[config.mk]
export PLATFORM = sky130hd
export DESIGN_NAME = drt_top
export DESIGN_NICKNAME = d
export VERILOG_FILES = /design/src/design/drt_pkg.sv /design/src/design/drt_chan.sv /design/src/design/drt_ahb.sv /design/src/design/drt_top.sv
export VERILOG_INCLUDE_DIRS = /design/src /design/src/design
export SDC_FILE = /design/constraint.sdc
export NUM_CORES = 1
export LEC_CHECK = 0
export BUFFER_PORTS_ARGS = -buffer_cell sky130_fd_sc_hd__buf_2
export CAP_MARGIN = 20
export CELL_PAD_IN_SITES_DETAIL_PLACEMENT = 0
export CELL_PAD_IN_SITES_GLOBAL_PLACEMENT = 2
export CORE_AREA = 4 4 170 172
export CTS_CLUSTER_DIAMETER = 40
export DETAILED_ROUTE_END_ITERATION = 7
export DIE_AREA = 0 0 174 176
export GPL_TIMING_DRIVEN = 0
export HOLD_SLACK_MARGIN = 0.03
export PLACE_DENSITY = 0.86
export REMOVE_ABC_BUFFERS = 1
export SLEW_MARGIN = 10
export SYNTH_ARGS = -nofsm -noshare
export SYNTH_HDL_FRONTEND = slang
export SYNTH_HIERARCHICAL = 1
export SYNTH_SLANG_ARGS = --single-unit
[constraint.sdc]
create_clock -name CLK_SYS -period 4.6 [get_ports CLK_SYS]
set_input_delay 0.46 -clock CLK_SYS [delete_from_list [all_inputs] [get_ports CLK_SYS]]
set_output_delay 0.46 -clock CLK_SYS [all_outputs]
set_load 0.02 [all_outputs]
[src/design/drt_regs.svh]
// register indices, field positions, reset values and timing counts of the timer block
`ifndef DRT_REGS_SVH
`define DRT_REGS_SVH

// word index of each register; byte address is four times the index
`define DRT_IDX_FIRST_PRE  10'h0aa
`define DRT_IDX_SECOND_PRE 10'h0ab
`define DRT_IDX_FIRST_LOW  10'h0ac
`define DRT_IDX_SECOND_LOW 10'h0ad
`define DRT_IDX_CTRL       10'h0c0
`define DRT_IDX_FLAGS      10'h0c1
`define DRT_IDX_MASK       10'h0c2
`define DRT_IDX_DIR        10'h0c3
`define DRT_IDX_DOUT       10'h0c4
`define DRT_IDX_PINS       10'h0c5

// control register fields
`define DRT_CTRL_FIRST_MODE  0
`define DRT_CTRL_FIRST_RUN   1
`define DRT_CTRL_SECOND_MODE 2
`define DRT_CTRL_SECOND_RUN  3
`define DRT_CTRL_WR_MASK     8'h0f

// flag, mask, direction and data bit of each timer
`define DRT_BIT_FIRST  0
`define DRT_BIT_SECOND 1

// reset values
`define DRT_RST_BYTE 8'h00
`define DRT_RST_PAIR 2'b00

// timing counts in system clocks / ticks
`define DRT_TICK_LAST 8'd254
`define DRT_PWM_LAST  8'd254

`define DRT_HSIZE_WORD 3'b010

`endif

[src/design/drt_pkg.sv]
// types shared by the dual reload timer block
package drt_pkg;

  typedef enum logic [2:0] {
    CH_STOP  = 3'b001,
    CH_TIMER = 3'b010,
    CH_PWM   = 3'b100
  } drt_chan_state_t;

  typedef struct packed {
    drt_chan_state_t state;
    logic [15:0]     cnt;
    logic [7:0]      div;
    logic            irq;
    logic            pwm;
  } drt_chan_st_t;

  typedef struct packed {
    logic        ph_wr;
    logic        ph_rd;
    logic        rd_done;
    logic [9:0]  idx;
    logic [31:0] hrdata;
  } drt_ahb_st_t;

  typedef struct packed {
    logic [7:0] ctrl;
    logic [7:0] first_pre;
    logic [7:0] second_pre;
    logic [7:0] first_low;
    logic [7:0] second_low;
    logic [1:0] flags;
    logic [1:0] mask;
    logic [1:0] dir;
    logic [1:0] dout;
    logic [1:0] sync1;
    logic [1:0] sync2;
    logic [1:0] pin_o;
    logic [1:0] pin_oe;
    logic       irq;
  } drt_top_st_t;

endpackage

[src/design/drt_chan.sv]
// one reload timer channel with timer and pwm modes
`timescale 1ns/1ps
module drt_chan
  import drt_pkg::*;
(
  input  wire logic       clk,
  input  wire logic       rst_b,
  input  wire logic       run,
  input  wire logic       mode,
  input  wire logic [7:0] pre,
  input  wire logic [7:0] low,
  output logic            irq_pulse,
  output logic            pwm_out
);
`include "drt_regs.svh"

  drt_chan_st_t st_r;
  drt_chan_st_t st_nxt;
  logic [15:0]  reload;

  // ==========================================================
  // next state
  always_comb begin
    reload     = {pre, low};
    st_nxt     = st_r;
    st_nxt.irq = 1'b0;
    case (st_r.state)
      CH_STOP: begin
        st_nxt.cnt = reload;  // RULE6 RULE3
        st_nxt.div = 8'h00;
        if (run) begin
          st_nxt.state = mode ? CH_PWM : CH_TIMER;  // RULE2
          if (mode) begin
            st_nxt.cnt = 16'h0000;
          end
        end
      end
      CH_TIMER: begin
        if (!run) begin
          st_nxt.state = CH_STOP;
          st_nxt.cnt   = reload;  // RULE6
          st_nxt.div   = 8'h00;
        end else if (mode) begin
          st_nxt.state = CH_PWM;
          st_nxt.cnt   = 16'h0000;
          st_nxt.div   = 8'h00;
        end else if (st_r.div == `DRT_TICK_LAST) begin  // RULE10
          st_nxt.div = 8'h00;
          if (st_r.cnt == 16'h0000) begin
            st_nxt.cnt = reload;  // RULE8 RULE5
            st_nxt.irq = 1'b1;  // RULE8 RULE11
          end else begin
            st_nxt.cnt = st_r.cnt - 16'h0001;
          end
        end else begin
          st_nxt.div = st_r.div + 8'h01;
        end
      end
      CH_PWM: begin
        if (!run) begin
          st_nxt.state = CH_STOP;
          st_nxt.cnt   = reload;
          st_nxt.div   = 8'h00;
        end else if (!mode) begin
          st_nxt.state = CH_TIMER;
          st_nxt.cnt   = reload;
          st_nxt.div   = 8'h00;
        end else if (st_r.div == pre) begin  // RULE14 RULE12
          st_nxt.div = 8'h00;
          st_nxt.cnt = (st_r.cnt[7:0] == `DRT_PWM_LAST) ? 16'h0000
                       : {8'h00, st_r.cnt[7:0] + 8'h01};  // RULE17
        end else begin
          st_nxt.div = st_r.div + 8'h01;
        end
      end
      default: begin
        st_nxt.state = CH_STOP;
      end
    endcase
    // no flag source exists in pwm state
    st_nxt.pwm = (st_nxt.state == CH_PWM) && (st_nxt.cnt[7:0] < low);  // RULE17 RULE13 RULE15
  end

  always_ff @(posedge clk) begin
    if (!rst_b) begin
      st_r <= '{state: CH_STOP, cnt: 16'h0000, div: 8'h00, irq: 1'b0, pwm: 1'b0};
    end else begin
      st_r <= st_nxt;
    end
  end

  assign irq_pulse = st_r.irq;
  assign pwm_out   = st_r.pwm;

endmodule

[src/design/drt_ahb.sv]
// ahb-lite slave front end: word writes with no wait, reads with one wait state
`timescale 1ns/1ps
module drt_ahb
  import drt_pkg::*;
#(
  parameter int ADDR_W = 12
)
(
  input  wire logic              clk,
  input  wire logic              rst_b,
  input  wire logic              hsel,
  input  wire logic [ADDR_W-1:0] haddr,
  input  wire logic [1:0]        htrans,
  input  wire logic              hwrite,
  input  wire logic [2:0]        hsize,
  input  wire logic [31:0]       hwdata,
  output logic [31:0]            hrdata,
  output logic                   hreadyout,
  output logic                   hresp,
  output logic                   wr_en,
  output logic [9:0]             wr_idx,
  output logic [31:0]            wr_data,
  output logic [9:0]             rd_idx,
  input  wire logic [31:0]       rd_data
);
`include "drt_regs.svh"

  drt_ahb_st_t st_r;
  drt_ahb_st_t st_nxt;

  // ==========================================================
  // phase tracking
  // the read wait state lets a write in the previous data phase land first
  always_comb begin
    st_nxt = st_r;
    if (st_r.ph_rd && !st_r.rd_done) begin
      st_nxt.hrdata  = rd_data;
      st_nxt.rd_done = 1'b1;
    end else begin
      st_nxt.ph_wr   = 1'b0;
      st_nxt.ph_rd   = 1'b0;
      st_nxt.rd_done = 1'b0;
      if (hsel && htrans[1]) begin
        st_nxt.idx   = 10'(haddr[ADDR_W-1:2]);
        st_nxt.ph_wr = hwrite && (hsize == `DRT_HSIZE_WORD);
        st_nxt.ph_rd = !hwrite;
      end
    end
  end

  always_ff @(posedge clk) begin
    if (!rst_b) begin
      st_r <= '{ph_wr: 1'b0, ph_rd: 1'b0, rd_done: 1'b0, idx: 10'h000,
                hrdata: 32'h0000_0000};
    end else begin
      st_r <= st_nxt;
    end
  end

  assign hreadyout = !(st_r.ph_rd && !st_r.rd_done);
  assign hresp     = 1'b0;
  assign hrdata    = st_r.hrdata;
  assign wr_en     = st_r.ph_wr;
  assign wr_idx    = st_r.idx;
  assign wr_data   = hwdata;
  assign rd_idx    = st_r.idx;

endmodule

[src/design/drt_top.sv]
// dual reload timer / pwm block with ahb-lite register access
//
// Summary of operation
// [RULE1] control: run and mode bits per timer
// [RULE2] mode zero timer, one pwm, per timer
// [RULE3] run low holds timer stopped, counter preset
// [RULE4] pwm mode forces pin to output
// [RULE5] timer mode reload is prescale:low byte
// [RULE6] clearing run reloads the counter
// [RULE7] counter value never readable by software
// [RULE8] underflow reloads and sets interrupt flag
// [RULE9] flag cleared only by software write
// [RULE10] one count per 255 clocks
// [RULE11] first interrupt one interval after run
// [RULE12] prescale is reload high byte, pwm prescaler
// [RULE13] low byte is reload low, pwm duty
// [RULE14] pwm period 255 times prescale plus one
// [RULE15] pwm mode raises no interrupt flag
// [RULE16] pin override ignores run bit
// [RULE17] pwm pin high while phase below duty
`timescale 1ns/1ps
module drt_top
  import drt_pkg::*;
#(
  parameter int ADDR_W = 12
)
(
  input  wire logic              CLK_SYS,
  input  wire logic              RST_B,
  input  wire logic              HSEL,
  input  wire logic [ADDR_W-1:0] HADDR,
  input  wire logic [1:0]        HTRANS,
  input  wire logic              HWRITE,
  input  wire logic [2:0]        HSIZE,
  input  wire logic [31:0]       HWDATA,
  output logic [31:0]            HRDATA,
  output logic                   HREADYOUT,
  output logic                   HRESP,
  output logic                   IRQ,
  output logic [1:0]             PWM_PIN_O,
  output logic [1:0]             PWM_PIN_OE,
  input  wire logic [1:0]        PWM_PIN_I
);
`include "drt_regs.svh"

  // ==========================================================
  // signals
  drt_top_st_t st_r;
  drt_top_st_t st_nxt;
  logic        wr_en;
  logic [9:0]  wr_idx;
  logic [31:0] wr_data;
  logic [9:0]  rd_idx;
  logic [31:0] rd_data;
  logic [7:0]  wb;
  logic [1:0]  irq_ev;
  logic [1:0]  pwm_lvl;
  logic [1:0]  mode_v;
  logic [1:0]  run_v;

  // ==========================================================
  // bus front end
  drt_ahb #(
    .ADDR_W (ADDR_W)
  ) u_ahb (
    .clk       (CLK_SYS),
    .rst_b     (RST_B),
    .hsel      (HSEL),
    .haddr     (HADDR),
    .htrans    (HTRANS),
    .hwrite    (HWRITE),
    .hsize     (HSIZE),
    .hwdata    (HWDATA),
    .hrdata    (HRDATA),
    .hreadyout (HREADYOUT),
    .hresp     (HRESP),
    .wr_en     (wr_en),
    .wr_idx    (wr_idx),
    .wr_data   (wr_data),
    .rd_idx    (rd_idx),
    .rd_data   (rd_data)
  );

  // ==========================================================
  // control fields
  assign mode_v[`DRT_BIT_FIRST]  = st_r.ctrl[`DRT_CTRL_FIRST_MODE];  // RULE1
  assign mode_v[`DRT_BIT_SECOND] = st_r.ctrl[`DRT_CTRL_SECOND_MODE];  // RULE1
  assign run_v[`DRT_BIT_FIRST]   = st_r.ctrl[`DRT_CTRL_FIRST_RUN];  // RULE1
  assign run_v[`DRT_BIT_SECOND]  = st_r.ctrl[`DRT_CTRL_SECOND_RUN];  // RULE1

  // ==========================================================
  // timer channels
  drt_chan u_first (
    .clk       (CLK_SYS),
    .rst_b     (RST_B),
    .run       (run_v[`DRT_BIT_FIRST]),
    .mode      (mode_v[`DRT_BIT_FIRST]),
    .pre       (st_r.first_pre),
    .low       (st_r.first_low),
    .irq_pulse (irq_ev[`DRT_BIT_FIRST]),
    .pwm_out   (pwm_lvl[`DRT_BIT_FIRST])
  );

  drt_chan u_second (
    .clk       (CLK_SYS),
    .rst_b     (RST_B),
    .run       (run_v[`DRT_BIT_SECOND]),
    .mode      (mode_v[`DRT_BIT_SECOND]),
    .pre       (st_r.second_pre),
    .low       (st_r.second_low),
    .irq_pulse (irq_ev[`DRT_BIT_SECOND]),
    .pwm_out   (pwm_lvl[`DRT_BIT_SECOND])
  );

  // ==========================================================
  // read mux
  // there is deliberately no index that returns a channel count
  always_comb begin
    rd_data = 32'h0000_0000;  // RULE7
    if (rd_idx == `DRT_IDX_FIRST_PRE) begin
      rd_data = {24'h00_0000, st_r.first_pre};
    end else if (rd_idx == `DRT_IDX_SECOND_PRE) begin
      rd_data = {24'h00_0000, st_r.second_pre};
    end else if (rd_idx == `DRT_IDX_FIRST_LOW) begin
      rd_data = {24'h00_0000, st_r.first_low};
    end else if (rd_idx == `DRT_IDX_SECOND_LOW) begin
      rd_data = {24'h00_0000, st_r.second_low};
    end else if (rd_idx == `DRT_IDX_CTRL) begin
      rd_data = {24'h00_0000, st_r.ctrl & `DRT_CTRL_WR_MASK};  // RULE1
    end else if (rd_idx == `DRT_IDX_FLAGS) begin
      rd_data = {30'h0000_0000, st_r.flags};
    end else if (rd_idx == `DRT_IDX_MASK) begin
      rd_data = {30'h0000_0000, st_r.mask};
    end else if (rd_idx == `DRT_IDX_DIR) begin
      rd_data = {30'h0000_0000, st_r.dir};
    end else if (rd_idx == `DRT_IDX_DOUT) begin
      rd_data = {30'h0000_0000, st_r.dout};
    end else if (rd_idx == `DRT_IDX_PINS) begin
      rd_data = {30'h0000_0000, st_r.sync2};
    end
  end

  // ==========================================================
  // register file, flags and pins
  always_comb begin
    st_nxt = st_r;
    wb     = wr_data[7:0];
    if (wr_en) begin
      if (wr_idx == `DRT_IDX_FIRST_PRE) begin
        st_nxt.first_pre = wb;  // RULE12
      end else if (wr_idx == `DRT_IDX_SECOND_PRE) begin
        st_nxt.second_pre = wb;  // RULE12
      end else if (wr_idx == `DRT_IDX_FIRST_LOW) begin
        st_nxt.first_low = wb;  // RULE13
      end else if (wr_idx == `DRT_IDX_SECOND_LOW) begin
        st_nxt.second_low = wb;  // RULE13
      end else if (wr_idx == `DRT_IDX_CTRL) begin
        st_nxt.ctrl = wb & `DRT_CTRL_WR_MASK;  // RULE1
      end else if (wr_idx == `DRT_IDX_FLAGS) begin
        st_nxt.flags = st_r.flags & ~wb[1:0];  // RULE9
      end else if (wr_idx == `DRT_IDX_MASK) begin
        st_nxt.mask = wb[1:0];
      end else if (wr_idx == `DRT_IDX_DIR) begin
        st_nxt.dir = wb[1:0];
      end else if (wr_idx == `DRT_IDX_DOUT) begin
        st_nxt.dout = wb[1:0];
      end
    end
    // an event in the clearing cycle wins over the clear
    st_nxt.flags  = st_nxt.flags | irq_ev;  // RULE8 RULE9
    st_nxt.irq    = |(st_nxt.flags & st_nxt.mask);
    // pin inputs are asynchronous
    st_nxt.sync1  = PWM_PIN_I;
    st_nxt.sync2  = st_r.sync1;
    // override follows the mode bit alone, stopped or running
    st_nxt.pin_oe = st_r.dir | mode_v;  // RULE4 RULE16
    st_nxt.pin_o  = (mode_v & pwm_lvl) | (~mode_v & st_r.dout);  // RULE4
  end

  always_ff @(posedge CLK_SYS) begin
    if (!RST_B) begin
      st_r <= '{ctrl: `DRT_RST_BYTE, first_pre: `DRT_RST_BYTE,
                second_pre: `DRT_RST_BYTE, first_low: `DRT_RST_BYTE,
                second_low: `DRT_RST_BYTE, flags: `DRT_RST_PAIR,
                mask: `DRT_RST_PAIR, dir: `DRT_RST_PAIR,
                dout: `DRT_RST_PAIR, sync1: `DRT_RST_PAIR,
                sync2: `DRT_RST_PAIR, pin_o: `DRT_RST_PAIR,
                pin_oe: `DRT_RST_PAIR, irq: 1'b0};
    end else begin
      st_r <= st_nxt;
    end
  end

  assign IRQ        = st_r.irq;
  assign PWM_PIN_O  = st_r.pin_o;
  assign PWM_PIN_OE = st_r.pin_oe;

endmodule

Word level (Yosys, flattened, before mapping) --
Cells that the tools add are included.
Storage, ports and cells: bits in registers 156, bits of input ports 55
Operators by class: add/subtract/negate cells 6, order comparisons 2, equal/unequal tests 29, multiplexer cells 61, bitwise operators 25, reductions and logical operators 25
Operator list (count):
- 24-bit one-hot mux with 3 select lines | 2
- 16-bit two-way mux | 8
- 8-bit two-way mux | 16
- 27-bit two-way mux | 4
- 10-bit by 8-bit == test with 1-bit output, second input constant | 10
- 24-bit two-way mux | 4
- 19-bit two-way mux | 2
- 8-bit by 1-bit adder with 8-bit output, second input constant | 4
- 8-bit == test, second input constant | 4
- 16-bit zero test | 2
- 16-bit by 1-bit subtractor with 16-bit output, second input constant | 2
- 2-bit two-way mux | 11
- 3-bit two-way mux | 6
- 3-bit one-hot mux with 3 select lines | 2
- 8-bit == test | 2
- 8-bit less-than comparator | 2
- 4-bit by 3-bit inequality test with 1-bit output, second input constant | 4
- 1-bit inverter | 16
- 3-bit == test, second input constant | 4
- 10-bit AND reduction | 1
- 5-bit OR reduction | 2
- 3-bit by 2-bit == test with 1-bit output, second input constant | 3
- 3-bit AND reduction | 3
- 9-bit AND reduction | 1
- 15 further kinds | 33

Depth between registers and ports, before layout --
depth after elaboration 14, gate-level depth with buffers 15

Modules after synthesis --
The synthesis kept the hierarchy.
Modules (own cells, without submodules):
- drt_top | times used 1, cells each 274, area each 2544.9 um^2
- drt_chan (u_second) | times used 1, cells each 333, area each 2453.6 um^2
- drt_chan (u_first) | times used 1, cells each 314, area each 2382.3 um^2
- drt_ahb | times used 1, cells each 283, area each 2377.3 um^2

Worst setup path before layout --
OpenSTA, ideal clock, no wires.
kind reg2reg, from reg u_first/st_r[10] (netlist name), to reg u_first.st_r, in the netlist u_first/pwm_out, arrival time 3380 ps, data required time 4526 ps, setup slack 1145 ps, cell stages (with the launch flop) 16, buffers on the path 1, cells stage by stage dfxtp_1 > inv_1 > ha_1 > or4b_1 > clkbuf_1 > nor4_2 > o21ai_0 > o2bb2ai_1 > nor3_1 > o22ai_1 > ha_1 > a21o_1 > a21o_1 > a2111oi_0 > nand3_1 > o21ai_0
RTL lines:
- start, declared | line drt_chan.sv:17 | drt_chan_st_t st_r;
- start signal, assigned | line drt_chan.sv:86 | st_r <= '{state: CH_STOP, cnt: 16'h0000, div: 8'h00, irq: 1'b0, pwm: 1'b0};
- start signal, assigned | line drt_chan.sv:88 | st_r <= st_nxt;

==> metrics.cfg <==
[status]
status=finished clean

[power]
netSwitchingFraction_pct=27.4
p_int_uw=2150
p_clk_share_pct=49.1
p_per_area_mw_per_mm2=289
peakVddDrop_uv=181
seqPwrFrac_pct=46.6
p_leak_uw=0.00387
p_sw_uw=812
combPwrFrac_pct=4.3

[layout]
final_cells=1512
register_area_mm2=0.00312
n_antenna_cell=0
multiInputGateArea_mm2=0.00558
drive_gt1_share_pct=11.9
fillers=2924
fin_area_mm2=0.0103
nets=1233
area_delta_synth_final_pct=7.16

[drt]
viasPerCell=5.50
wl_per_cell_um=18.0
dr.pass1.iters=5
vias=8322
drcViolationCount=0
drt_wl_total_um=27200
drt_iter0_markers=626
ant_nets=0

[logic_synthesis]
synthCells=1180
synth.avg_cell_area_um2=8.12
synth_area_mm2=0.00958
ys_warn_count=6

[place]
gp_congestion=0.912
dp_hpwl_um=19400
post_dp_cell_area_mm2=0.00960
port_buffers=65
dp.cells=1478
preCtsSetupSlack_ps=466

[sta]
drv_slew=0
setup_viol=0
max-slew-margin-rel_pct=22.5
worst_slack_ps=449
final-hold-violation-count=0
setup-tns-final_ps=0
fmax_mhz=241
period_needed_ps=4150
finalCritPeriodShare_pct=90.2
rsz0062_at_grt=no
tightest_slew_ps=1160
finClkSkew_ps=12.6
holdWs_ps=229

[worst_setup_path]
r2r_slack_ps=450
crit_path_start_kind=flip-flop
cp_data_arrival_time_ps=4500
reg2reg_to=u_first/pwm_out
critical_path_class=reg -> reg
cp_max_fo=8
rr_worst_depth=14
endpoint_kind=flip-flop
reg2reg_from=u_first/st_r[10]
required_ps=4950

[clocking]
cts_made_buffers=17
htreeDepth=4
clk_path_buf_depth=2
clock_latency_ps=440
cts_root_buffer=clkbuf_16
postCtsSetupRepairBufs=0
cts.sinks=156
cts.clk_slew.worst_paths_ps=80
cts_tree=yes
hold_buffers=0

[min_path]
hp-class=in -> reg
holdPathEnd=st_nxt[6]
min-delay-start=PWM_PIN_I[1]
hold_path_depth=2

[global_routing]
grt_pass1_vias=7985
grt_pass1_wl_um=44200
grt_max_degree=78
gr-total-overflow=0
gr-usage-all-layers_pct=17.7
grt_antenna_before_repair=1

[floorplan]
io_pins=94
num_rows=61
die_y_um=176
core_area_mm2=0.0275
die_area_mm2=0.0306
start_util_pct=34.9
die_x_um=174

[flow_run]
drv_cap=0

[registers in the layout (all words and copies together) (netlist names), 2 cells and up]
signal         flops
PWM_PIN_O          2
u_ahb/st_r         2
st_nxt             2
u_ahb/rd_idx      10
u_second/st_r     27
st_r              42
mode_v             2
u_ahb/hrdata      32
PWM_PIN_OE         2
run_v              2
u_first/st_r      27
[per-layer routing]
metal / share of wire, % / GRT usage, %
met5: 0.026 / 0
met4: 1.8 / 5.25
met3: 5.7 / 3.85
met2: 44 / 27.8
met1: 48 / 24.6
[power by group through the flow]
| stage | Clock, uW | Sequential [uW] | Combinational [uW] |
|---|---|---|---|
| finish | 1450 | 1380 | 128 |
| global route | 1550 | 1380 | 143 |
| CTS | 1490 | 1380 | 126 |
| detailed placement | 0 | 1410 | 126 |
| global placement | 0 | 1410 | 126 |
| floorplan | 0 | 1420 | 61.2 |
[stage by stage]
stage | power [uW] | utilization [%]
after floorplan | 1480 | -
after global placement | 1540 | 34.9
after detailed placement | 1540 | 34.9
after CTS | 3000 | 37.2
after global routing | 3070 | 37.4
final | 2960 | 37.4
[critical path, stage by stage (launching register included)]
cell and delay (ps):
dfxtp_1 430, inv_1 180, ha_1 170, or4b_1 580
nor4_4 350, o21ai_0 190, o2bb2ai_1 170, nor3_1 200
o22ai_1 150, ha_1 330, a21o_1 170, a21o_1 170
a2111oi_0 610, nand3_1 130, o21ai_0 220
[worst max path at each step]
| stage | endpoint | slack, ps | cells after the start | from |
|---|---|---|---|---|
| CTS | u_first/pwm_out | 380 | 14 | u_first/st_r[10] |
| global placement | u_first/pwm_out | 360 | 14 | u_first/st_r[10] |
| global route | u_first/pwm_out | 90 | 14 | u_first/st_r[10] |
| floorplan | u_first/pwm_out | 1170 | 14 | u_first/st_r[10] |
| finish | u_first/pwm_out | 450 | 14 | u_first/st_r[10] |
| detailed placement | u_first/pwm_out | 470 | 14 | u_first/st_r[10] |
[layout make-up]
| cell class | count | share of cell area, % |
|---|---|---|
| multi-input cells | 873 | 54.3 |
| flip-flops and latches | 156 | 30.4 |
| clock inverters | 15 | 1.91 |
| inverters | 38 | 1.44 |
| well taps | 346 | 4.22 |
| repair buffers | 67 | 3.51 |
| clock buffers | 17 | 4.14 |
[placed cells by master (no fill, tap or decap), drive strengths merged, types with 6 or more instances in the layout]
cell type / instances
a21o: 6
nor2b: 10
nand3: 53
o21a: 6
inv: 42
ha: 25
nor4: 23
clkinv: 11
clkbuf: 17
a21boi: 43
conb: 25
nand2: 117
buf: 67
or4: 13
xnor2: 26
and4: 6
or3: 8
or2: 9
xor2: 13
and3: 11
nand4: 24
nor3b: 7
and2: 14
o22ai: 10
nor2: 120
a22oi: 9
o211ai: 8
dfxtp: 156
or4b: 7
a31oi: 16
o21ai: 52
a21oi: 35
a211oi: 11
nor3: 30
mux2i: 53
[timing repair]
action                                  4_1_cts  5_1_grt
gates resized for setup                       0        1
endpoints found under the setup margin        0        1
endpoints found under the hold margin         0        0
Note: power is estimated with default switching activity, not from simulation.
